--- src/verilog/rlcc_pkg.sv ---
// Purpose: shared constants and carriers for the lane configuration control block
// Assumes: 40 MHz ref_clk, register port with one-cycle read latency
// Notes:   three-level strap pins arrive as a drive level plus a pull-test level
package rlcc_pkg;

   // --------
   // register offsets
   // --------
   localparam logic [7:0] REG_MISC     = 8'h09;  // lane swap, audio disable, signal detect
   localparam logic [7:0] REG_EQ_MODE  = 8'h0A;  // equaliser mode, function mode
   localparam logic [7:0] REG_TERM     = 8'h0B;  // termination select
   localparam logic [7:0] REG_EQ_GAIN  = 8'h0D;  // fixed gain code
   localparam logic [7:0] REG_ERR_CTL  = 8'h20;  // checker control, prbs enable
   localparam logic [7:0] REG_ERR_L0   = 8'h21;  // lane error counts follow
   localparam logic [7:0] REG_STATUS   = 8'h24;  // resolved state

   // --------
   // field positions
   // --------
   localparam int SWAP_BIT      = 7;
   localparam int ARC_DIS_BIT   = 4;
   localparam int SIGDET_BIT    = 0;
   localparam int EQ_FIX_BIT    = 5;  // 1 selects fixed gain
   localparam int EQ_OVR_BIT    = 4;  // register overrides strap
   localparam int TERM_LSB      = 3;
   localparam int TERM_OVR_BIT  = 5;
   localparam int GAIN_LSB      = 1;
   localparam int GAIN_W        = 5;
   localparam int MODE_LSB      = 0;

   // --------
   // reset values and codes
   // --------
   localparam logic [7:0] MISC_RST    = 8'h00;
   localparam logic [7:0] EQ_MODE_RST = 8'h03;  // automatic crossover
   localparam logic [7:0] TERM_RST    = 8'h00;
   localparam logic [7:0] GAIN_RST    = 8'h00;
   localparam logic [4:0] GAIN_14DB   = 5'h1C;  // strap high fixed gain
   localparam logic [4:0] GAIN_7P5DB  = 5'h0F;  // strap low fixed gain
   localparam logic [1:0] MODE_REDRV  = 2'h0;
   localparam logic [1:0] MODE_RETIME = 2'h1;
   localparam logic [1:0] MODE_AUTO   = 2'h3;

   // --------
   // timing
   // --------
   localparam int CLK_NS         = 25;
   localparam int LINK_TMO_NS    = 2000;  // no link clock edge within this: clock absent
   localparam int LINK_TMO_CYC   = LINK_TMO_NS / CLK_NS;
   localparam int STRAP_SETTLE   = 4;     // cycles after enable before straps are caught

   typedef enum logic [1:0] {
      TERM_NONE = 2'h0,
      TERM_LOW  = 2'h1,  // 75 to 150 ohm
      TERM_MID  = 2'h2   // 150 to 300 ohm
   } rlcc_term_e;

   typedef enum logic [1:0] {
      LVL_LOW = 2'h0,
      LVL_HIGH = 2'h1,
      LVL_FLOAT = 2'h2
   } rlcc_lvl_e;

   // data rate class reported by the rate detector
   typedef struct packed {
      logic above_1g;
      logic above_2g;
      logic above_3g4;
   } rlcc_rate_s;

   // one input or output lane set: clock, d2, d1, d0
   typedef struct packed {
      logic clk;
      logic d2;
      logic d1;
      logic d0;
   } rlcc_lanes_s;

endpackage : rlcc_pkg

--- src/verilog/rlcc_top.sv ---
// Purpose: control and configuration logic of a four-lane video retimer
// Assumes: three-level straps sampled as drive level plus level seen under a weak pull
// Notes:   lane data here stands for recovered bit streams at ref_clk rate
//
// Overview of operation
// RULE1: enable low ignores controls, lanes high impedance
// RULE2: host holds enable low at least 100 us
// RULE3: raising enable clears register configuration
// RULE4: swap maps d2-clk, d1-d0, d0-d1, clk-d2
// RULE5: swap when strap low or register bit
// RULE6: equaliser settings follow remapped lanes
// RULE7: swap works in redriver and retimer
// RULE8: strap high inverts every input lane
// RULE9: polarity inversion only in retimer mode
// RULE10: per data lane error count readable
// RULE11: prbs source on data lanes, needs clock
// RULE12: eq strap high 14dB, low 7.5dB, float adaptive
// RULE13: adaptive only retimer; register selects too
// RULE14: register field selects fixed gain everywhere
// RULE15: adaptive equalisation selected after reset
// RULE16: no clock with detect on: standby
// RULE17: detect enabled by strap or register
// RULE18: audio input passes to audio output
// RULE19: audio output on, software may disable
// RULE20: termination strap high none, low, float auto
// RULE21: register selects termination like strap
// RULE22: auto mode redriver below about 1 Gbps
// RULE23: three-level straps caught at enable rise
`timescale 1ns/1ps
`default_nettype none

module rlcc_top #(
   parameter int LANES = 3
) (
   input  wire logic               ref_clk,
   input  wire logic               resetn,          // synchronous, also the enable pin
   // register port
   input  wire logic [7:0]         reg_addr,
   input  wire logic [7:0]         reg_wdata,
   input  wire logic               reg_wr,
   input  wire logic               reg_rd,
   output logic      [7:0]         reg_rdata,
   // straps: drive level and level seen with the weak pull applied; signal detect is drive level only
   input  wire logic               lane_swap_polarity_strap,
   input  wire logic               lane_swap_polarity_strap_pull,
   input  wire logic               equalizer_strap_pin,
   input  wire logic               equalizer_strap_pin_pull,
   input  wire logic               signal_detect_enable,
   input  wire logic               output_termination_select,
   input  wire logic               output_termination_select_pull,
   // link side
   input  wire rlcc_pkg::rlcc_lanes_s rx_lanes,     // clk, rx_data_lane2..0
   input  wire rlcc_pkg::rlcc_rate_s  rate_class,   // from analog rate detector
   output rlcc_pkg::rlcc_lanes_s      tx_lanes,     // clk, tx_data_lane2..0
   output logic                    tx_lanes_oe_n,   // low while lanes are driven
   output logic      [4*5-1:0]     lane_eq_gain,    // per output lane: clk,d2,d1,d0
   output logic      [3:0]         lane_eq_adapt,
   output logic      [1:0]         tx_term_sel,
   output logic                    cdr_enable,
   output logic                    retimer_active,
   // audio return
   input  wire logic               audio_in,
   output logic                    audio_return_output,
   output logic                    audio_return_oe_n
);

   if (LANES != 3) begin : g_lane_chk
      $error("rlcc_top serves exactly three data lanes");
   end

   // ----------------------------------------------------------------
   // pin synchronisers
   // ----------------------------------------------------------------
   localparam int NSYNC = 15;
   logic [NSYNC-1:0] sync1_ff;
   logic [NSYNC-1:0] sync2_ff;
   always_ff @(posedge ref_clk) begin
      sync1_ff <= {lane_swap_polarity_strap, lane_swap_polarity_strap_pull,
                   equalizer_strap_pin, equalizer_strap_pin_pull,
                   signal_detect_enable, output_termination_select,
                   output_termination_select_pull, rx_lanes, rate_class, audio_in};
      sync2_ff <= sync1_ff;
   end
   logic                  s_swap;
   logic                  s_swap_pull;
   logic                  s_eq;
   logic                  s_eq_pull;
   logic                  s_sig;
   logic                  s_term;
   logic                  s_term_pull;
   rlcc_pkg::rlcc_lanes_s s_rx;
   rlcc_pkg::rlcc_rate_s  s_rate;
   logic                  s_audio;
   assign {s_swap, s_swap_pull, s_eq, s_eq_pull, s_sig, s_term, s_term_pull,
           s_rx, s_rate, s_audio} = sync2_ff;

   // a floating pin follows the pull; a driven one does not
   function automatic rlcc_pkg::rlcc_lvl_e lvl3(input logic d, input logic p);
      if (d != p) lvl3 = rlcc_pkg::LVL_FLOAT;
      else if (d) lvl3 = rlcc_pkg::LVL_HIGH;
      else lvl3 = rlcc_pkg::LVL_LOW;
   endfunction : lvl3

   // ----------------------------------------------------------------
   // strap capture after enable release
   // ----------------------------------------------------------------
   logic [2:0]          settle_ff;
   logic                straps_ok_ff;
   rlcc_pkg::rlcc_lvl_e swap_lvl_ff;
   rlcc_pkg::rlcc_lvl_e eq_lvl_ff;
   rlcc_pkg::rlcc_lvl_e term_lvl_ff;
   logic                sig_strap_ff;
   // wait for synchronisers to fill before catching levels
   always_ff @(posedge ref_clk) begin
      if (!resetn) begin
         settle_ff    <= 3'h0;
         straps_ok_ff <= 1'b0;
      end else if (!straps_ok_ff) begin
         settle_ff    <= settle_ff + 3'h1;
         straps_ok_ff <= (settle_ff == 3'(rlcc_pkg::STRAP_SETTLE)); // RULE23
      end
   end
   // levels caught once, held until next reset
   always_ff @(posedge ref_clk) begin
      if (!resetn) begin
         swap_lvl_ff  <= rlcc_pkg::LVL_HIGH;
         eq_lvl_ff    <= rlcc_pkg::LVL_FLOAT;
         term_lvl_ff  <= rlcc_pkg::LVL_FLOAT;
         sig_strap_ff <= 1'b0;
      end else if (!straps_ok_ff && settle_ff == 3'(rlcc_pkg::STRAP_SETTLE)) begin
         swap_lvl_ff  <= lvl3(s_swap, s_swap_pull);   // RULE23
         eq_lvl_ff    <= lvl3(s_eq, s_eq_pull);       // RULE23
         term_lvl_ff  <= lvl3(s_term, s_term_pull);   // RULE23
         sig_strap_ff <= s_sig;
      end
   end

   // ----------------------------------------------------------------
   // configuration registers
   // ----------------------------------------------------------------
   logic [7:0] misc_ff;
   logic [7:0] eqm_ff;
   logic [7:0] term_ff;
   logic [7:0] gain_ff;
   logic [7:0] errc_ff;
   // enable low clears everything, so software must rewrite after enable rises
   always_ff @(posedge ref_clk) begin
      if (!resetn) begin                               // RULE1 RULE3
         misc_ff <= rlcc_pkg::MISC_RST;
         eqm_ff  <= rlcc_pkg::EQ_MODE_RST;
         term_ff <= rlcc_pkg::TERM_RST;
         gain_ff <= rlcc_pkg::GAIN_RST;
         errc_ff <= 8'h00;
      end else if (reg_wr) begin
         case (reg_addr)
            rlcc_pkg::REG_MISC:    misc_ff <= reg_wdata;
            rlcc_pkg::REG_EQ_MODE: eqm_ff  <= reg_wdata;
            rlcc_pkg::REG_TERM:    term_ff <= reg_wdata;
            rlcc_pkg::REG_EQ_GAIN: gain_ff <= reg_wdata;
            rlcc_pkg::REG_ERR_CTL: errc_ff <= reg_wdata;
            default: ;
         endcase
      end
   end

   // ----------------------------------------------------------------
   // link clock presence and operating mode
   // ----------------------------------------------------------------
   localparam int TW = $clog2(rlcc_pkg::LINK_TMO_CYC + 1);
   logic          clk_prev_ff;
   logic [TW-1:0] tmo_ff;
   logic          clk_valid_ff;
   // any edge of the sampled link clock restarts the timeout
   always_ff @(posedge ref_clk) begin
      if (!resetn) begin
         clk_prev_ff  <= s_rx.clk;  // no false edge at release
         tmo_ff       <= '0;
         clk_valid_ff <= 1'b0;
      end else begin
         clk_prev_ff <= s_rx.clk;
         if (s_rx.clk != clk_prev_ff) begin
            tmo_ff       <= '0;
            clk_valid_ff <= 1'b1;
         end else if (tmo_ff == TW'(rlcc_pkg::LINK_TMO_CYC)) begin
            clk_valid_ff <= 1'b0;
         end else begin
            tmo_ff <= tmo_ff + TW'(1);
         end
      end
   end

   logic sigdet_on;
   logic standby;
   logic [1:0] fmode;
   logic retime;
   assign sigdet_on = sig_strap_ff | misc_ff[rlcc_pkg::SIGDET_BIT];   // RULE17
   assign standby   = sigdet_on & ~clk_valid_ff;                      // RULE16
   assign fmode     = eqm_ff[rlcc_pkg::MODE_LSB +: 2];
   // automatic crossover around 1 Gbps
   assign retime    = (fmode == rlcc_pkg::MODE_AUTO) ? s_rate.above_1g  // RULE22
                    : (fmode != rlcc_pkg::MODE_REDRV);

   // ----------------------------------------------------------------
   // lane swap and polarity
   // ----------------------------------------------------------------
   logic swap_on;
   logic pol_on;
   rlcc_pkg::rlcc_lanes_s rx_pol;
   rlcc_pkg::rlcc_lanes_s routed;
   assign swap_on = (swap_lvl_ff == rlcc_pkg::LVL_LOW) | misc_ff[rlcc_pkg::SWAP_BIT]; // RULE5
   assign pol_on  = (swap_lvl_ff == rlcc_pkg::LVL_HIGH) & retime;     // RULE8 RULE9
   assign rx_pol  = pol_on ? ~s_rx : s_rx;                            // RULE8
   // routing does not depend on the operating mode
   always_comb begin
      if (swap_on) begin                                              // RULE4 RULE7
         routed.clk = rx_pol.d2;
         routed.d0  = rx_pol.d1;
         routed.d1  = rx_pol.d0;
         routed.d2  = rx_pol.clk;
      end else begin
         routed = rx_pol;
      end
   end

   // ----------------------------------------------------------------
   // prbs source (x^7+x^6+1)
   // ----------------------------------------------------------------
   logic [6:0] prbs_ff;
   logic       prbs_on;
   logic       clk_edge;
   assign prbs_on  = errc_ff[1];
   assign clk_edge = s_rx.clk & ~clk_prev_ff;
   // advances on rising input clock edges so output rate follows the source clock
   always_ff @(posedge ref_clk) begin
      if (!resetn) prbs_ff <= 7'h7F;
      else if (prbs_on && clk_edge) prbs_ff <= {prbs_ff[5:0], prbs_ff[6] ^ prbs_ff[5]}; // RULE11
   end

   // ----------------------------------------------------------------
   // output lanes
   // ----------------------------------------------------------------
   always_ff @(posedge ref_clk) begin
      if (!resetn) begin
         tx_lanes <= '0;
      end else if (prbs_on) begin
         tx_lanes <= {routed.clk, {3{prbs_ff[6]}}};                   // RULE11
      end else begin
         tx_lanes <= routed;
      end
   end
   // lanes float in reset and in standby
   always_ff @(posedge ref_clk) begin
      if (!resetn) tx_lanes_oe_n <= 1'b1;                             // RULE1
      else tx_lanes_oe_n <= standby;                                  // RULE16
   end
   always_ff @(posedge ref_clk) begin
      if (!resetn) begin
         cdr_enable     <= 1'b0;
         retimer_active <= 1'b0;
      end else begin
         cdr_enable     <= retime & ~standby;                         // RULE16
         retimer_active <= retime;
      end
   end

   // ----------------------------------------------------------------
   // equaliser selection
   // ----------------------------------------------------------------
   logic       eq_fixed;
   logic [4:0] eq_code;
   logic       adapt;
   // register override wins over the strap
   always_comb begin
      if (eqm_ff[rlcc_pkg::EQ_OVR_BIT]) begin                         // RULE13
         eq_fixed = eqm_ff[rlcc_pkg::EQ_FIX_BIT];
         eq_code  = gain_ff[rlcc_pkg::GAIN_LSB +: rlcc_pkg::GAIN_W];  // RULE14
      end else begin
         eq_fixed = (eq_lvl_ff != rlcc_pkg::LVL_FLOAT);               // RULE12 RULE15
         eq_code  = (eq_lvl_ff == rlcc_pkg::LVL_HIGH) ? rlcc_pkg::GAIN_14DB
                                                      : rlcc_pkg::GAIN_7P5DB; // RULE12
      end
   end
   // adaptive needs the retimer; redriver falls back to the fixed code
   assign adapt = ~eq_fixed & retime;                                 // RULE13
   // gain is one code on all four lanes, so it needs no reordering for the swap
   always_ff @(posedge ref_clk) begin
      if (!resetn) begin
         lane_eq_gain  <= '0;
         lane_eq_adapt <= '0;
      end else begin
         lane_eq_gain  <= {4{eq_code}};                               // RULE14
         lane_eq_adapt <= swap_on ? {adapt, adapt, adapt, adapt}      // RULE6
                                  : {4{adapt}};
      end
   end

   // ----------------------------------------------------------------
   // termination
   // ----------------------------------------------------------------
   rlcc_pkg::rlcc_term_e term_auto;
   rlcc_pkg::rlcc_term_e term_pick;
   always_comb begin
      if (s_rate.above_3g4)     term_auto = rlcc_pkg::TERM_LOW;
      else if (s_rate.above_2g) term_auto = rlcc_pkg::TERM_MID;
      else                          term_auto = rlcc_pkg::TERM_NONE;
      if (term_ff[rlcc_pkg::TERM_OVR_BIT]) begin                      // RULE21
         case (term_ff[rlcc_pkg::TERM_LSB +: 2])
            2'h0:    term_pick = rlcc_pkg::TERM_NONE;
            2'h1:    term_pick = rlcc_pkg::TERM_LOW;
            default: term_pick = term_auto;
         endcase
      end else begin
         case (term_lvl_ff)                                           // RULE20
            rlcc_pkg::LVL_HIGH: term_pick = rlcc_pkg::TERM_NONE;
            rlcc_pkg::LVL_LOW:  term_pick = rlcc_pkg::TERM_LOW;
            default:            term_pick = term_auto;
         endcase
      end
   end
   always_ff @(posedge ref_clk) begin
      if (!resetn) tx_term_sel <= rlcc_pkg::TERM_NONE;
      else tx_term_sel <= term_pick;
   end

   // ----------------------------------------------------------------
   // audio return pass-through
   // ----------------------------------------------------------------
   always_ff @(posedge ref_clk) begin
      if (!resetn) begin
         audio_return_output <= 1'b0;
         audio_return_oe_n   <= 1'b1;
      end else begin
         audio_return_output <= s_audio;                              // RULE18
         audio_return_oe_n   <= misc_ff[rlcc_pkg::ARC_DIS_BIT];       // RULE19
      end
   end

   // ----------------------------------------------------------------
   // error checker: prbs7 self-sync per data lane
   // ----------------------------------------------------------------
   logic [3*7-1:0] chk_ff;
   logic [3*8-1:0] err_ff;
   logic [2:0]     lane_bit;
   assign lane_bit = {routed.d2, routed.d1, routed.d0};
   generate
      for (genvar g = 0; g < 3; g++) begin : g_chk
         // counts saturate so a bad link shows as full scale, not a wrap
         always_ff @(posedge ref_clk) begin
            if (!resetn || errc_ff[2]) begin
               chk_ff[g*7 +: 7] <= 7'h00;
               err_ff[g*8 +: 8] <= 8'h00;
            end else if (errc_ff[0] && clk_edge) begin                // RULE10
               chk_ff[g*7 +: 7] <= {chk_ff[g*7 +: 6], lane_bit[g]};
               if ((chk_ff[g*7+6] ^ chk_ff[g*7+5]) != lane_bit[g]
                   && err_ff[g*8 +: 8] != 8'hFF)
                  err_ff[g*8 +: 8] <= err_ff[g*8 +: 8] + 8'h01;
            end
         end
      end
   endgenerate

   // ----------------------------------------------------------------
   // register read
   // ----------------------------------------------------------------
   always_ff @(posedge ref_clk) begin
      if (!resetn) begin
         reg_rdata <= 8'h00;
      end else if (reg_rd) begin
         case (reg_addr)
            rlcc_pkg::REG_MISC:    reg_rdata <= misc_ff;
            rlcc_pkg::REG_EQ_MODE: reg_rdata <= eqm_ff;
            rlcc_pkg::REG_TERM:    reg_rdata <= term_ff;
            rlcc_pkg::REG_EQ_GAIN: reg_rdata <= gain_ff;
            rlcc_pkg::REG_ERR_CTL: reg_rdata <= errc_ff;
            rlcc_pkg::REG_ERR_L0:  reg_rdata <= err_ff[7:0];          // RULE10
            8'h22:                 reg_rdata <= err_ff[15:8];
            8'h23:                 reg_rdata <= err_ff[23:16];
            rlcc_pkg::REG_STATUS:  reg_rdata <= {1'b0, standby, retime, swap_on,
                                                 pol_on, adapt, term_pick};
            default:               reg_rdata <= 8'h00;
         endcase
      end else begin
         reg_rdata <= 8'h00;
      end
   end

endmodule : rlcc_top

`default_nettype wire

--- config.mk ---
export PLATFORM = sky130hd
export DESIGN_NAME = rlcc_top
export DESIGN_NICKNAME = d
export VERILOG_FILES = /design/src/verilog/rlcc_pkg.sv /design/src/verilog/rlcc_top.sv
export SDC_FILE = /design/constraint.sdc
export NUM_CORES = 1
export LEC_CHECK = 0
export BUFFER_PORTS_ARGS = -buffer_cell sky130_fd_sc_hd__buf_2
export CORE_MARGIN = 2
export CORE_UTILIZATION = 65
export CTS_BUF_LIST = sky130_fd_sc_hd__clkbuf_8
export DETAILED_ROUTE_END_ITERATION = 12
export PLACE_DENSITY = 0.87
export SLEW_MARGIN = 30
export SYNTH_ARGS = -nofsm -noshare
export SYNTH_HDL_FRONTEND = slang
export SYNTH_SLANG_ARGS = --single-unit
--- constraint.sdc ---
create_clock -name ref_clk -period 3.2 [get_ports ref_clk]
set_input_delay 0.48 -clock ref_clk [delete_from_list [all_inputs] [get_ports ref_clk]]
set_output_delay 0.48 -clock ref_clk [all_outputs]
set_load 0.005 [all_outputs]
==> qor.yml <==
rr_startpoint: "swap_lvl_ff[1]"
syn2layout_area_growth_pct: 10.7
htreeDepth: 4
power.density_nw_per_um2: 506
dr.pass1.iters: 5
first_global_vias: 5378
netlist_area_sq_um: 7100
insertion_delay_ns: 0.46
ys_seq_area_share_pct: 47.1
hold_end: "sync1_ff[9]"
row_count: 38
r2r_slack_ns: 0.75
finalMaxSlewViolations: 0
design_area_sq_um: 7870
finalClockSkew_ns: 0.0102
yosysWarnings: 0
min_from: "output_termination_select"
hold_class: "in2reg"
worstRegToRegCells: 5
wire_per_inst_um: 16.9
cts_setup_buffers: 0
synth_edf_count: 0
synthCells: 765
grt_pass1_wl_um: 25900
hold_viol_final: 0
relSlewSlack_pct: 39.2
gr-usage-all-layers_pct: 28.7
antenna_found_initial: 0
setup_tns_ns: 0
start_util_pct: 66.1
ctsHoldBuffers: 0
worst_pin_slew_ns: 0.910
cts_sinks: 167
io_buffer_count: 77
status: "finished, final reports clean"
clkTransAtPathRegs_ns: 0.09
drt-initial-drc-count: 431
core_area_sq_um: 10700
utilization_pct: 73.2
io_pins: 78
cts_tree: "yes"
hpwlAfterDp_um: 11700
die_width_um: 109
rsz0062_at_grt: "false"
grt_max_degree: 59
cts_resized: 0
synth-seq-cells: 167
ys.flop_type: "dfxtp_1"
avgViaCountPerCell: 5.92
final_common_cell: "dfxtp_1"
total_leakage_power_uw: 0.00307
fillers: 775
synth.avg_cell_area_sq_um: 9.29
dieArea_sq_um: 11800
fmax_mhz: 409
crit_arrival_ns: 2.83
vias: 5740
nNetsFinal: 862
drc_errors: 0
startpoint_type: "flop"
dieHeight_um: 109
syn_nets: 811
maxCapViolations: 0
drtAntennaViolNets: 0
fin_crit_sh_pct: 76.4
drive_above_1_share_pct: 16.3
numCtsBuffers: 17
required_ns: 3.59
ir_worst_vdd_mv: 0.372
fin_crit_ns: 2.45
grt_overflow: 0
gp_congestion: 0.947
end_kind: "flop"
layout_common_cells: "167 x dfxtp_1, 123 x nand2_1, 77 x buf_2"
ctsLongestPathBuffers: 2
root_buffer: "clkbuf_8"
ys_types: 71
rr_endpoint: "err_ff[11]"
post_dp_cell_area_sq_um: 7460
critical_path.max_fanout: 13
drt_wl_total_um: 16400
async_flop_share_pct: 0
crit_type: "reg2reg"
holdPathStages: 1
setup_viol: 0
[how the worst max path moves through the flow]
stage / from / endpoint / slack [ns] / cells past startpoint
finish: swap_lvl_ff[1] / err_ff[11] / 0.75 / 5
floorplan: swap_lvl_ff[1] / err_ff[2] / 1.06 / 6
global placement: reg_addr[2] / eqm_ff[0] / 0.86 / 6
global route: swap_lvl_ff[1] / err_ff[23] / 0.64 / 5
detailed placement: reg_addr[2] / eqm_ff[4] / 0.78 / 6
CTS: swap_lvl_ff[1] / err_ff[11] / 0.78 / 5
[per-stage QoR]
step	setup slack, ns	hold WS [ns]	cells	total power [uW]
2_1_floorplan	1.06	0.310	765	2420
3_3_place_gp	0.861	0.310	937	2500
5_1_grt	0.636	0.0782	969	4110
6_report	0.755	0.114	970	3980
3_5_place_dp	0.782	0.313	937	2510
4_1_cts	0.778	0.0839	969	4000
[cell families (layout without fill, tap and decap cells)]
kind of cell | count (synthesis) | after routing | synth area share [%]
flip-flops | 167 | 167 | 47.1
AND/OR/NAND/NOR | 301 | 301 | 21.9
XOR/XNOR | 20 | 20 | 3.49
AO/OA/AOI/OAI | 148 | 148 | 13.7
multiplexers | 50 | 50 | 7.31
buffers and inverters | 68 | 132 | 4.69
adder cells (fa/ha/maj) | 11 | 11 | 1.94
other | 0 | 1 | 0
[synth_stat cells, types with 13 or more instances]
library cell | n | area (sq um)
nand2_1 | 123 | 462
o21ai_0 | 14 | 70.1
a21oi_1 | 52 | 260
mux2i_1 | 46 | 460
and2_1 | 13 | 81.3
nor2_1 | 23 | 86.3
buf_4 | 18 | 135
clkbuf_1 | 33 | 124
dfxtp_1 | 167 | 3340
xnor2_1 | 13 | 114
nor2b_1 | 42 | 263
nand3_1 | 29 | 145
[final cells by class]
class | count | area (sq um) | area share [%]
inverters | 12 | 45.0 | 0.573
clock buffers | 17 | 234 | 2.97
well taps | 140 | 175 | 2.23
multi-input cells | 530 | 3430 | 43.6
flip-flops and latches | 167 | 3340 | 42.5
diodes | 1 | 2.50 | 0.0318
clock inverters | 15 | 170 | 2.16
repair buffers | 88 | 468 | 5.95
[flip-flops by register name, indices dropped and copies added (netlist names), 3 cells and up]
| name | flops |
|---|---|
| err_ff | 24 |
| reg_rdata | 8 |
| errc_ff | 8 |
| lane_eq_gain | 5 |
| prbs_ff | 7 |
| chk_ff | 21 |
| tx_lanes | 4 |
| tmo_ff | 7 |
| eqm_ff | 8 |
| settle_ff | 3 |
| sync2_ff | 15 |
| gain_ff | 8 |
| misc_ff | 8 |
| term_ff | 8 |
| sync1_ff | 15 |
[worst max-delay path, cell delays in order (launching register included)]
cell and delay (ns):
dfxtp_1 0.37, o21bai_2 0.43, mux2i_1 0.38, xnor3_2 0.52, or4_1 0.53, a21oi_1 0.15
[where the power goes]
group,internal [uW],switching (uW)
logic,134,177
clock network,711,804
registers,2130,27.7
total,2970,1010
[layer usage]
| metal | up-vias | global-route usage [%] | share of wire, % |
|---|---|---|---|
| li1 | 2765 | - | - |
| met1 | 2664 | 35.3 | 41 |
| met2 | 248 | 46.7 | 47 |
| met3 | 63 | 6.45 | 7.8 |
| met4 | 0 | 16.1 | 4.1 |
| met5 | - | 0 | 0 |
No activity file was read; power rests on OpenSTA's default activity.
